--- src/hdl/svcr_defs.svh ---
`ifndef SVCR_DEFS_SVH
`define SVCR_DEFS_SVH
`define SVCR_OFF_TEST0       8'h68
`define SVCR_OFF_TEST1       8'h6c
`define SVCR_OFF_TIMER       8'h70
`define SVCR_OFF_FWD         8'h74
`define SVCR_RST_TEST0       32'h04001060
`define SVCR_RST_TEST1       32'h04000800
`define SVCR_RST_TIMER       32'h80000000
`define SVCR_RST_FWD         32'h00000002
`define SVCR_TEST0_PRELOAD   32'h00006000
`define SVCR_TIMER_WMASK     32'h7fff1fff
`define SVCR_TIMER_PRELOAD   32'hffff7fff
`define SVCR_FWD_WMASK       32'h0000001f
`define SVCR_FWD_PRELOAD     32'h000000ff
`define SVCR_BIT_ROLE_EN     1
`define SVCR_BIT_NO_HOTRST   2
`define SVCR_BIT_DN_ROLE     3
`define SVCR_BIT_REPLAY_EN   12
`define SVCR_BIT_PM_DIS      13
`define SVCR_BIT_MSI_DIS     14
`define SVCR_BIT_ACK_EN      30
`define SVCR_BIT_VGA         31
`define SVCR_BIT_STORE_FWD   0
`define SVCR_BIT_ARB_STAY    3
`define SVCR_BIT_CRED_ALL    4
`endif

--- src/hdl/svcr_pkg.sv ---
package svcr_pkg;
  typedef enum logic [1:0] {
    SVCR_LD_IDLE = 2'b00,
    SVCR_LD_RUN  = 2'b01,
    SVCR_LD_DONE = 2'b10
  } svcr_load_state_t;
  typedef logic [1:0] svcr_reg_sel_t;
endpackage : svcr_pkg

--- src/hdl/svcr_reg_if.sv ---
`timescale 1ns/1ps
interface svcr_reg_if;
  logic        we;
  logic [31:0] wdata;
  logic [31:0] wmask;
  logic [31:0] q;
  modport owner (input we, input wdata, input wmask, output q);
  modport user  (output we, output wdata, output wmask, input q);
endinterface : svcr_reg_if

--- src/hdl/svcr_word.sv ---
`timescale 1ns/1ps
module svcr_word
  import svcr_pkg::*;
#(
  parameter logic [31:0] RESET_VAL = 32'h00000000
) (
  input  wire logic   ref_clk_i,
  input  wire logic   rst_i,
  input  wire logic   ce_i,
  svcr_reg_if.owner   port
);
  logic [31:0] q;
  logic [31:0] next_q;

  always_comb begin
    next_q = q;
    if (port.we) begin
      next_q = (q & ~port.wmask) | (port.wdata & port.wmask);
    end
  end

  always_ff @(posedge ref_clk_i) begin
    if (rst_i) begin
      q <= RESET_VAL;
    end else if (ce_i) begin
      q <= next_q;
    end
  end

  assign port.q = q;
endmodule : svcr_word

--- src/hdl/svcr_regs.sv ---
`timescale 1ns/1ps
`include "svcr_defs.svh"
module svcr_regs
  import svcr_pkg::*;
#(
  parameter int ADDR_W = 8
) (
  input  wire logic              ref_clk_i,
  input  wire logic              rst_i,
  input  wire logic              ce_i,
  input  wire logic              cfg_wr_i,
  input  wire logic              cfg_rd_i,
  input  wire logic [ADDR_W-1:0] cfg_addr_i,
  input  wire logic [31:0]       cfg_wdata_i,
  input  wire logic [3:0]        cfg_be_i,
  output logic [31:0]            cfg_rdata_o,
  output logic                   cfg_rvalid_o,
  input  wire logic              pre_valid_i,
  input  wire logic [ADDR_W-1:0] pre_addr_i,
  input  wire logic [31:0]       pre_data_i,
  input  wire logic              pre_done_i,
  output logic                   link_train_ok_o,
  output logic                   role_change_en_o,
  output logic                   hot_reset_fwd_o,
  output logic                   downstream_role_select_o,
  output logic [31:0]            test_ctrl1_o,
  output logic [11:0]            replay_timeout_o,
  output logic                   replay_user_en_o,
  output logic                   pm_cap_disable_o,
  output logic                   msi_cap_disable_o,
  output logic [13:0]            ack_latency_o,
  output logic                   ack_user_en_o,
  output logic                   vga_decode_en_o,
  output logic                   store_forward_o,
  output logic [1:0]             ct_threshold_o,
  output logic                   arb_stay_o,
  output logic                   credit_all_types_o
);
  // offsets need at least eight address bits
  generate
    if (ADDR_W < 8) begin : g_addr_check
      $error("svcr_regs: ADDR_W must be at least 8");
    end
  endgenerate

  svcr_reg_if rif [4] ();
  logic [31:0] q [4];

  function automatic svcr_reg_sel_t sel_of(input logic [ADDR_W-1:0] a);
    if (a == ADDR_W'(`SVCR_OFF_TEST0)) begin
      return 2'd0;
    end else if (a == ADDR_W'(`SVCR_OFF_TEST1)) begin
      return 2'd1;
    end else if (a == ADDR_W'(`SVCR_OFF_TIMER)) begin
      return 2'd2;
    end else begin
      return 2'd3;
    end
  endfunction : sel_of

  function automatic logic hit(input logic [ADDR_W-1:0] a);
    return (a == ADDR_W'(`SVCR_OFF_TEST0)) || (a == ADDR_W'(`SVCR_OFF_TEST1)) ||
           (a == ADDR_W'(`SVCR_OFF_TIMER)) || (a == ADDR_W'(`SVCR_OFF_FWD));
  endfunction : hit

  function automatic logic [31:0] be_mask(input logic [3:0] be);
    return {{8{be[3]}}, {8{be[2]}}, {8{be[1]}}, {8{be[0]}}};
  endfunction : be_mask

  localparam logic [31:0] RST_VALS [4] = '{`SVCR_RST_TEST0, `SVCR_RST_TEST1,
                                           `SVCR_RST_TIMER, `SVCR_RST_FWD};
  // software-writable bits per word
  localparam logic [31:0] SW_MASK [4] = '{32'hffffffff, 32'hffffffff,
                                          `SVCR_TIMER_WMASK, `SVCR_FWD_WMASK};
  // preload-writable bits per word
  localparam logic [31:0] PRE_MASK [4] = '{`SVCR_TEST0_PRELOAD, 32'h00000000,
                                           `SVCR_TIMER_PRELOAD, `SVCR_FWD_PRELOAD};

  svcr_load_state_t ld_state;
  svcr_load_state_t next_ld_state;

  always_comb begin
    next_ld_state = ld_state;
    case (ld_state)
      SVCR_LD_IDLE: begin
        next_ld_state = SVCR_LD_RUN;
      end
      SVCR_LD_RUN: begin
        if (pre_done_i) begin
          next_ld_state = SVCR_LD_DONE;
        end
      end
      SVCR_LD_DONE: begin
        next_ld_state = SVCR_LD_DONE;
      end
      default: begin
        next_ld_state = SVCR_LD_IDLE;
      end
    endcase
  end

  always_ff @(posedge ref_clk_i) begin
    if (rst_i) begin
      ld_state <= SVCR_LD_IDLE;
    end else if (ce_i) begin
      ld_state <= next_ld_state;
    end
  end

  logic loading;
  assign loading = (ld_state != SVCR_LD_DONE);

  genvar g;
  generate
    for (g = 0; g < 4; g++) begin : g_word
      svcr_word #(
        .RESET_VAL (RST_VALS[g])
      ) u_word (
        .ref_clk_i (ref_clk_i),
        .rst_i     (rst_i),
        .ce_i      (ce_i),
        .port      (rif[g].owner)
      );
      always_comb begin
        if (loading) begin
          rif[g].we    = pre_valid_i && hit(pre_addr_i) && (sel_of(pre_addr_i) == svcr_reg_sel_t'(g));
          rif[g].wdata = pre_data_i;
          rif[g].wmask = PRE_MASK[g];
        end else begin
          rif[g].we    = cfg_wr_i && hit(cfg_addr_i) && (sel_of(cfg_addr_i) == svcr_reg_sel_t'(g));
          rif[g].wdata = cfg_wdata_i;
          rif[g].wmask = SW_MASK[g] & be_mask(cfg_be_i);
        end
      end
      assign q[g] = rif[g].q;
    end
  endgenerate

  logic [31:0] rdata;
  logic        rvalid;
  logic [31:0] next_rdata;
  logic        next_rvalid;

  always_comb begin
    next_rvalid = cfg_rd_i;
    next_rdata  = 32'h00000000;
    if (cfg_rd_i && hit(cfg_addr_i)) begin
      next_rdata = q[sel_of(cfg_addr_i)] & ~((sel_of(cfg_addr_i) == 2'd2) ? 32'h00008000 : 32'h00000000);
    end
  end

  always_ff @(posedge ref_clk_i) begin
    if (rst_i) begin
      rdata  <= 32'h00000000;
      rvalid <= 1'b0;
    end else if (ce_i) begin
      rdata  <= next_rdata;
      rvalid <= next_rvalid;
    end
  end

  logic active_role;
  logic next_active_role;

  always_comb begin
    next_active_role = active_role;
    if (q[0][`SVCR_BIT_ROLE_EN]) begin
      next_active_role = q[0][`SVCR_BIT_DN_ROLE];
    end
  end

  always_ff @(posedge ref_clk_i) begin
    if (rst_i) begin
      active_role <= 1'(`SVCR_RST_TEST0 >> `SVCR_BIT_DN_ROLE);
    end else if (ce_i) begin
      active_role <= next_active_role;
    end
  end

  assign cfg_rdata_o  = rdata;
  assign cfg_rvalid_o = rvalid;
  assign link_train_ok_o = !loading;

  assign role_change_en_o         = q[0][`SVCR_BIT_ROLE_EN];
  assign hot_reset_fwd_o          = !q[0][`SVCR_BIT_NO_HOTRST];
  assign downstream_role_select_o = active_role;
  assign test_ctrl1_o             = q[1];
  assign replay_timeout_o         = q[2][11:0];
  assign replay_user_en_o         = q[2][`SVCR_BIT_REPLAY_EN];
  assign pm_cap_disable_o         = q[2][`SVCR_BIT_PM_DIS];
  assign msi_cap_disable_o        = q[2][`SVCR_BIT_MSI_DIS];
  assign ack_latency_o            = q[2][29:16];
  assign ack_user_en_o            = q[2][`SVCR_BIT_ACK_EN];
  assign vga_decode_en_o          = q[2][`SVCR_BIT_VGA];
  assign store_forward_o          = q[3][`SVCR_BIT_STORE_FWD];
  assign ct_threshold_o           = q[3][2:1];
  assign arb_stay_o               = q[3][`SVCR_BIT_ARB_STAY];
  assign credit_all_types_o       = q[3][`SVCR_BIT_CRED_ALL];
endmodule : svcr_regs

--- config.mk ---
export PLATFORM = sky130hd
export DESIGN_NAME = svcr_regs
export DESIGN_NICKNAME = d
export VERILOG_FILES = /design/src/hdl/svcr_pkg.sv /design/src/hdl/svcr_reg_if.sv /design/src/hdl/svcr_word.sv /design/src/hdl/svcr_regs.sv
export VERILOG_INCLUDE_DIRS = /design/src /design/src/hdl
export SDC_FILE = /design/constraint.sdc
export NUM_CORES = 1
export LEC_CHECK = 0
export BUFFER_PORTS_ARGS = -buffer_cell sky130_fd_sc_hd__buf_2
export CAP_MARGIN = 20
export CORE_MARGIN = 1
export CORE_UTILIZATION = 30
export DETAILED_ROUTE_END_ITERATION = 8
export REMOVE_ABC_BUFFERS = 1
export SLEW_MARGIN = 0
export SYNTH_ARGS = -nofsm -noshare
export SYNTH_HDL_FRONTEND = slang
export SYNTH_SLANG_ARGS = --single-unit
--- constraint.sdc ---
create_clock -name ref_clk_i -period 5.01 [get_ports ref_clk_i]
set_input_delay 0.7515 -clock ref_clk_i [delete_from_list [all_inputs] [get_ports ref_clk_i]]
set_output_delay 0.7515 -clock ref_clk_i [all_outputs]
set_load 0.005 [all_outputs]
==> flow_metrics.env, run 1 <==
export IMPL_yosys_area_share_simple_pct=13.93
export IMPL_wl_per_cell_um=18.83
export IMPL_maxCapViolations=0
export IMPL_path_cells="buf_2, nor4b_4, and2_1, buf_4, nand3_1, a311oi_1"
export IMPL_synth_compound_area_share_pct=25.00
export IMPL_cp_start_kind="primary input"
export IMPL_antenna_found_initial=1
export IMPL_grt_max_degree=77
export IMPL_antenna_left=0
export IMPL_maxSlewHeadroom_pct=28.90
export IMPL_portBuffers=195
export IMPL_cts_tree="built"
export IMPL_vdd_drop_max_uv=224.6
export IMPL_finClkSkew_ns=0.006347
export IMPL_hold_violations=0
export IMPL_critical_path_slowest_cell="nor4b_4"
export IMPL_cts_buffers=17
export IMPL_p_leak_uw=0.003269
export IMPL_finalWorstSetupSlack_ns=1.911
export IMPL_synth_xor_area_share_pct=0.1362
export IMPL_clock_path_buffers=2
export IMPL_wirelength_um=21480
export IMPL_dp_hpwl_um=15130
export IMPL_cts_hold_buffers_added=0
export IMPL_synth_top_family_by_area="compound AO/OA/AOI/OAI gates"
export IMPL_synth_adder_area_share_pct=0.5838
export IMPL_hp_class="flop to flop"
export IMPL_syn_area_per_cell_um2=9.265
export IMPL_holdCritStartpoint="cfg_rdata_o[16]"
export IMPL_clk_latency_ns=0.42
export IMPL_synth_edf_count=0
export IMPL_synth_area_mm2=0.006430
export IMPL_crit_fanout=20
export IMPL_clock_root_buffer="clkbuf_16"
export IMPL_first_global_vias=5568
export IMPL_gr_total_overflow=0
export IMPL_die_h_um=148.4
export IMPL_htreeDepth=4
export IMPL_grt_usage_pct=19.61
export IMPL_synth_mux_area_share_pct=11.79
export IMPL_fin_util_pct=39.08
export IMPL_ys_seq_area_share_pct=43.28
export IMPL_clkSinkCount=139
export IMPL_rows=53
export IMPL_ff2ff_setup_slack_ns=2.24
export IMPL_syn2layout_area_growth_pct=27.77
export IMPL_via_per_inst=5.185
export IMPL_rsz0062_at_grt="no"
export IMPL_synthArstFlopShare_pct=0
export IMPL_cp_arrival_ns=3.42
export IMPL_cpPeakStageDelay_ns=0.92
export IMPL_final_min_clock_period_ns=3.099
export IMPL_drt_iter0_drc=424
export IMPL_fmax_ghz=0.3227
export IMPL_yosysUniqueCellTypes=52
export IMPL_grt_pass1_wl_um=32820
export IMPL_p_per_area_mw_per_mm2=337.4
export IMPL_cts_resized_gates=0
export IMPL_gp_congestion=0.7679
export IMPL_final_cell_mix="buf_2, dfxtp_1, a21oi_1"
export IMPL_first_pass_iters=4
export IMPL_ys_flop_type="dfxtp_1"
export IMPL_ys_warn_count=0
export IMPL_clk_pin_slew_ns=0.06
export IMPL_synth_cells=694
export IMPL_core_area_mm2=0.02102
export IMPL_crit_type="primary input to flop"
export IMPL_top_level_ports=196
export IMPL_start_util_pct=30.59
export IMPL_startpoint="cfg_addr_i[1]"
export IMPL_worstPathRequired_ns=5.34
export IMPL_slew_violations=0
export IMPL_finalSetupViolCount=0
export IMPL_drc=0
export IMPL_status="finished clean"
export IMPL_drive_above_1_share_pct=31.33
export IMPL_endpoint_kind="flop"
export IMPL_ys_ff_latch=139
export IMPL_final_common_cell="buf_2"
export IMPL_vias=5916
export IMPL_nNetsFinal=946
export IMPL_cts_setup_buffers=0
export IMPL_worst_pin_slew_ns=1.065
export IMPL_fin_tns_setup_ns=0
export IMPL_fp_dieW_um=148.4
export IMPL_dieArea_mm2=0.02202
export IMPL_period_share_pct=61.86
export IMPL_reg2reg_from="ld_state[0]"
export IMPL_place_ws_ns=1.484
## area by class of cell
| cell class | instances | area [um2] |
|---|---|---|
| sequential | 139 | 2783 |
| clock inverter | 10 | 187.7 |
| inverter | 6 | 22.52 |
| multi-input combinational | 481 | 3333 |
| timing repair buffer | 207 | 1069 |
| antenna | 1 | 2.502 |
| fill | 2129 | 12810 |
| tap | 275 | 344.1 |
| clock buffer | 22 | 474.2 |
## power breakdown
| group | switching (uW) | internal, uW |
|---|---|---|
| clock | 485 | 924 |
| sequential | 11.4 | 1120 |
| combinational | 147 | 86.0 |
| total | 643 | 2130 |
## cell usage after synthesis, types with 4 or more instances
library cell	n	area, um2
dfxtp_1	139	2783
a21oi_1	88	440.4
a211oi_1	71	533.0
nand2_1	61	229.0
mux2i_1	60	600.6
clkbuf_1	36	135.1
nand3_1	28	140.1
nor2_1	26	97.59
buf_2	22	110.1
a311oi_1	17	148.9
nor2b_1	15	93.84
o21ai_0	15	75.07
mux2_2	14	157.7
and2_1	12	75.07
a22o_1	10	87.58
a22oi_1	10	75.07
o221ai_1	8	70.07
inv_1	6	22.52
buf_4	5	37.54
o31ai_4	4	85.08
## final timing paths
check | depth (start not counted) | to
min reg2reg | 2 | cfg_rdata_o[16]
max reg2reg | 7 | flop
max | 6 | cfg_rdata_o[19]
min | 2 | cfg_rdata_o[16]
## routing by layer
layer | vias up | routed length (um) | share of wire (%) | track usage (%)
met3 | 18 | 1351 | 6.3 | 4.325
li1 | 2895 | - | - | -
met4 | 0 | 221 | 1.0 | 5.052
met2 | 215 | 9865 | 46 | 31.06
met5 | - | 0 | 0 | 0
met1 | 2788 | 10050 | 47 | 26.84
## critical path: cells and delay by family
family	cells	cell delay [ns]
buffers and inverters	2	0.48
AOI/OAI and AO/OA	1	0.31
and+or+nand+nor	3	1.88
## stage by stage
stage	hold slack, ns	std cells	total power [uW]	cell area [um2]
finish	0.4490	1141	2772	8215
global route	0.4782	1141	2858	8215
CTS	0.4547	1140	2793	8213
detailed placement	0.4409	1108	1389	7551
global placement	0.4329	1108	1386	7551
floorplan	0.4361	626	1262	6113
## kinds of logic after synthesis
| kind of cell | Yosys count |
|---|---|
| AOI/OAI and AO/OA | 233 |
| muxes | 74 |
| buffers and inverters | 74 |
| adders and majority gates | 3 |
| and+or+nand+nor | 170 |
| DFF | 139 |
| xor gates and xnor gates | 1 |
No activity file was read; power rests on OpenSTA's default activity.
==> inputs of run 2 (changes only) <==
==> constraint.sdc (replaced) <==
create_clock -name ref_clk_i -period 2.5 [get_ports ref_clk_i]
set_input_delay 0.375 -clock ref_clk_i [delete_from_list [all_inputs] [get_ports ref_clk_i]]
set_output_delay 0.375 -clock ref_clk_i [all_outputs]
set_load 0.005 [all_outputs]
==> run 2 against run 1 <==
Compared with the run above: total power increased by 97%; critical path type is now flop to flop; critical path depth grew 1; largest cell class unchanged; highest routed layer unchanged; register-to-register slack worse by 1.8 ns; clock-buffer cell count is 1 lower; clock power grew 91%; first-iteration DRC count down 11%.
==> flow_metrics.env, run 2 (synthesized netlist as in run 1, its figures left out) <==
export IMPL_final_min_clock_period_ns=2.059
export IMPL_first_pass_iters=5
export IMPL_wl_per_cell_um=18.66
export IMPL_gp_congestion=0.7680
export IMPL_seq_area_mm2=0.002783
export IMPL_first_global_vias=5934
export IMPL_endpoint_kind="flop"
export IMPL_die_h_um=148.4
export IMPL_wirelength_um=21740
export IMPL_via_per_inst=5.216
export IMPL_p_per_area_mw_per_mm2=649.6
export IMPL_slew_violations=0
export IMPL_grt_pass1_wl_um=33750
export IMPL_vdd_drop_max_uv=428.8
export IMPL_maxSlewHeadroom_pct=58.96
export IMPL_finalWorstSetupSlack_ns=0.4415
export IMPL_worstPathRequired_ns=2.87
export IMPL_finClkSkew_ns=0.004119
export IMPL_crit_buf_inv=2
export IMPL_cpPeakStageDelay_ns=0.38
export IMPL_cts_buffers=17
export IMPL_fmax_ghz=0.4858
export IMPL_grt_usage_pct=20.26
export IMPL_rsz0062_at_grt="no"
export IMPL_drive_above_1_share_pct=33.00
export IMPL_drt_iter0_drc=378
export IMPL_path_cells="inv_1, ha_2, buf_4, nand2b_1, nor4_2, a41o_1, mux2i_1"
export IMPL_crit_type="flop to flop"
export IMPL_reg2reg_from="ld_state[0]"
export IMPL_cp_arrival_ns=2.43
export IMPL_worst_pin_slew_ns=0.6113
export IMPL_period_share_pct=82.34
export IMPL_hp_class="primary input to flop"
export IMPL_postLayoutCellArea_mm2=0.008386
export IMPL_holdCritStartpoint="pre_data_i[31]"
export IMPL_critical_path_slowest_cell="a41o_1"
export IMPL_cts_setup_buffers=0
export IMPL_clk_pin_slew_ns=0.06
export IMPL_hold_violations=0
export IMPL_drc=0
export IMPL_final_cell_mix="buf_2, dfxtp_1, a21oi_1"
export IMPL_p_leak_uw=0.003377
export IMPL_clkSinkCount=139
export IMPL_dp_hpwl_um=15630
export IMPL_clock_path_buffers=2
export IMPL_finalSetupViolCount=0
export IMPL_start_util_pct=30.59
export IMPL_fillCellCount=2139
export IMPL_status="finished clean"
export IMPL_place_ws_ns=0.1725
export IMPL_maxCapViolations=0
export IMPL_startpoint="ld_state[0]"
export IMPL_top_level_ports=196
export IMPL_clock_root_buffer="clkbuf_16"
export IMPL_rows=53
export IMPL_dieArea_mm2=0.02202
export IMPL_gr_total_overflow=0
export IMPL_syn2layout_area_growth_pct=30.41
export IMPL_core_area_mm2=0.02102
export IMPL_cts_hold_buffers_added=0
export IMPL_antenna_left=0
export IMPL_placed_area_mm2=0.007761
export IMPL_hold_slack_ns=0.1706
export IMPL_fin_tns_setup_ns=0
export IMPL_htreeDepth=4
export IMPL_cts_tree="built"
export IMPL_cp_start_kind="flop"
export IMPL_clk_latency_ns=0.44
export IMPL_fp_dieW_um=148.4
export IMPL_antenna_found_initial=2
export IMPL_critPathTopFamily="simple AND/OR/NAND/NOR gates"
export IMPL_vias=6077
export IMPL_fin_util_pct=39.89
export IMPL_crit_fanout=11
export IMPL_portBuffers=195
export IMPL_grt_max_degree=47
export IMPL_final_common_cell="buf_2"
export IMPL_multiInputGateArea_mm2=0.003333
export IMPL_ff2ff_setup_slack_ns=0.44
export IMPL_nNetsFinal=969
export IMPL_cts_resized_gates=0
run 2: metal layers:
layer / global-route usage [%] / vias to the layer above / part of all wire (%)
li1: - / 2951 / -
met1: 26.68 / 2862 / 46
met2: 32.02 / 229 / 46
met3: 4.325 / 35 / 6.0
met4: 8.402 / 0 / 2.2
met5: 0 / - / 0
run 2: worst paths after layout:
kind                            cells after the start               to
worst max register to register                      7             flop
worst min-delay path                                3             flop
worst max-delay path                                7             flop
worst min register to register                      2  cfg_rdata_o[12]
run 2: cell type report:
| cell class | count | share of cell area (%) |
|---|---|---|
| Clock buffer | 21 | 5.372 |
| Timing Repair Buffer | 230 | 15.25 |
| Clock inverter | 11 | 2.014 |
| Multi-Input combinational cell | 481 | 39.75 |
| Sequential cell | 139 | 33.18 |
| Inverter | 6 | 0.2686 |
| Tap cell | 275 | 4.103 |
| Antenna cell | 2 | 0.05968 |
run 2: metrics by stage:
step                cells  total power (uW)
floorplan             626              2530
global placement     1131              2800
detailed placement   1131              2806
CTS                  1163              5482
global route         1164              5618
finish               1165              5448
run 2: worst min-delay path, stage by stage:
cell and delay [ns]:
buf_2 0.09, mux2i_1 0.06, nand2_1 0.05
run 2: power by group:
group	switching (uW)	total [uW]	internal [uW]
registers	26.7	2270	2240
clock network	1000	2690	1690
logic	295	486	190
total	1320	5450	4130
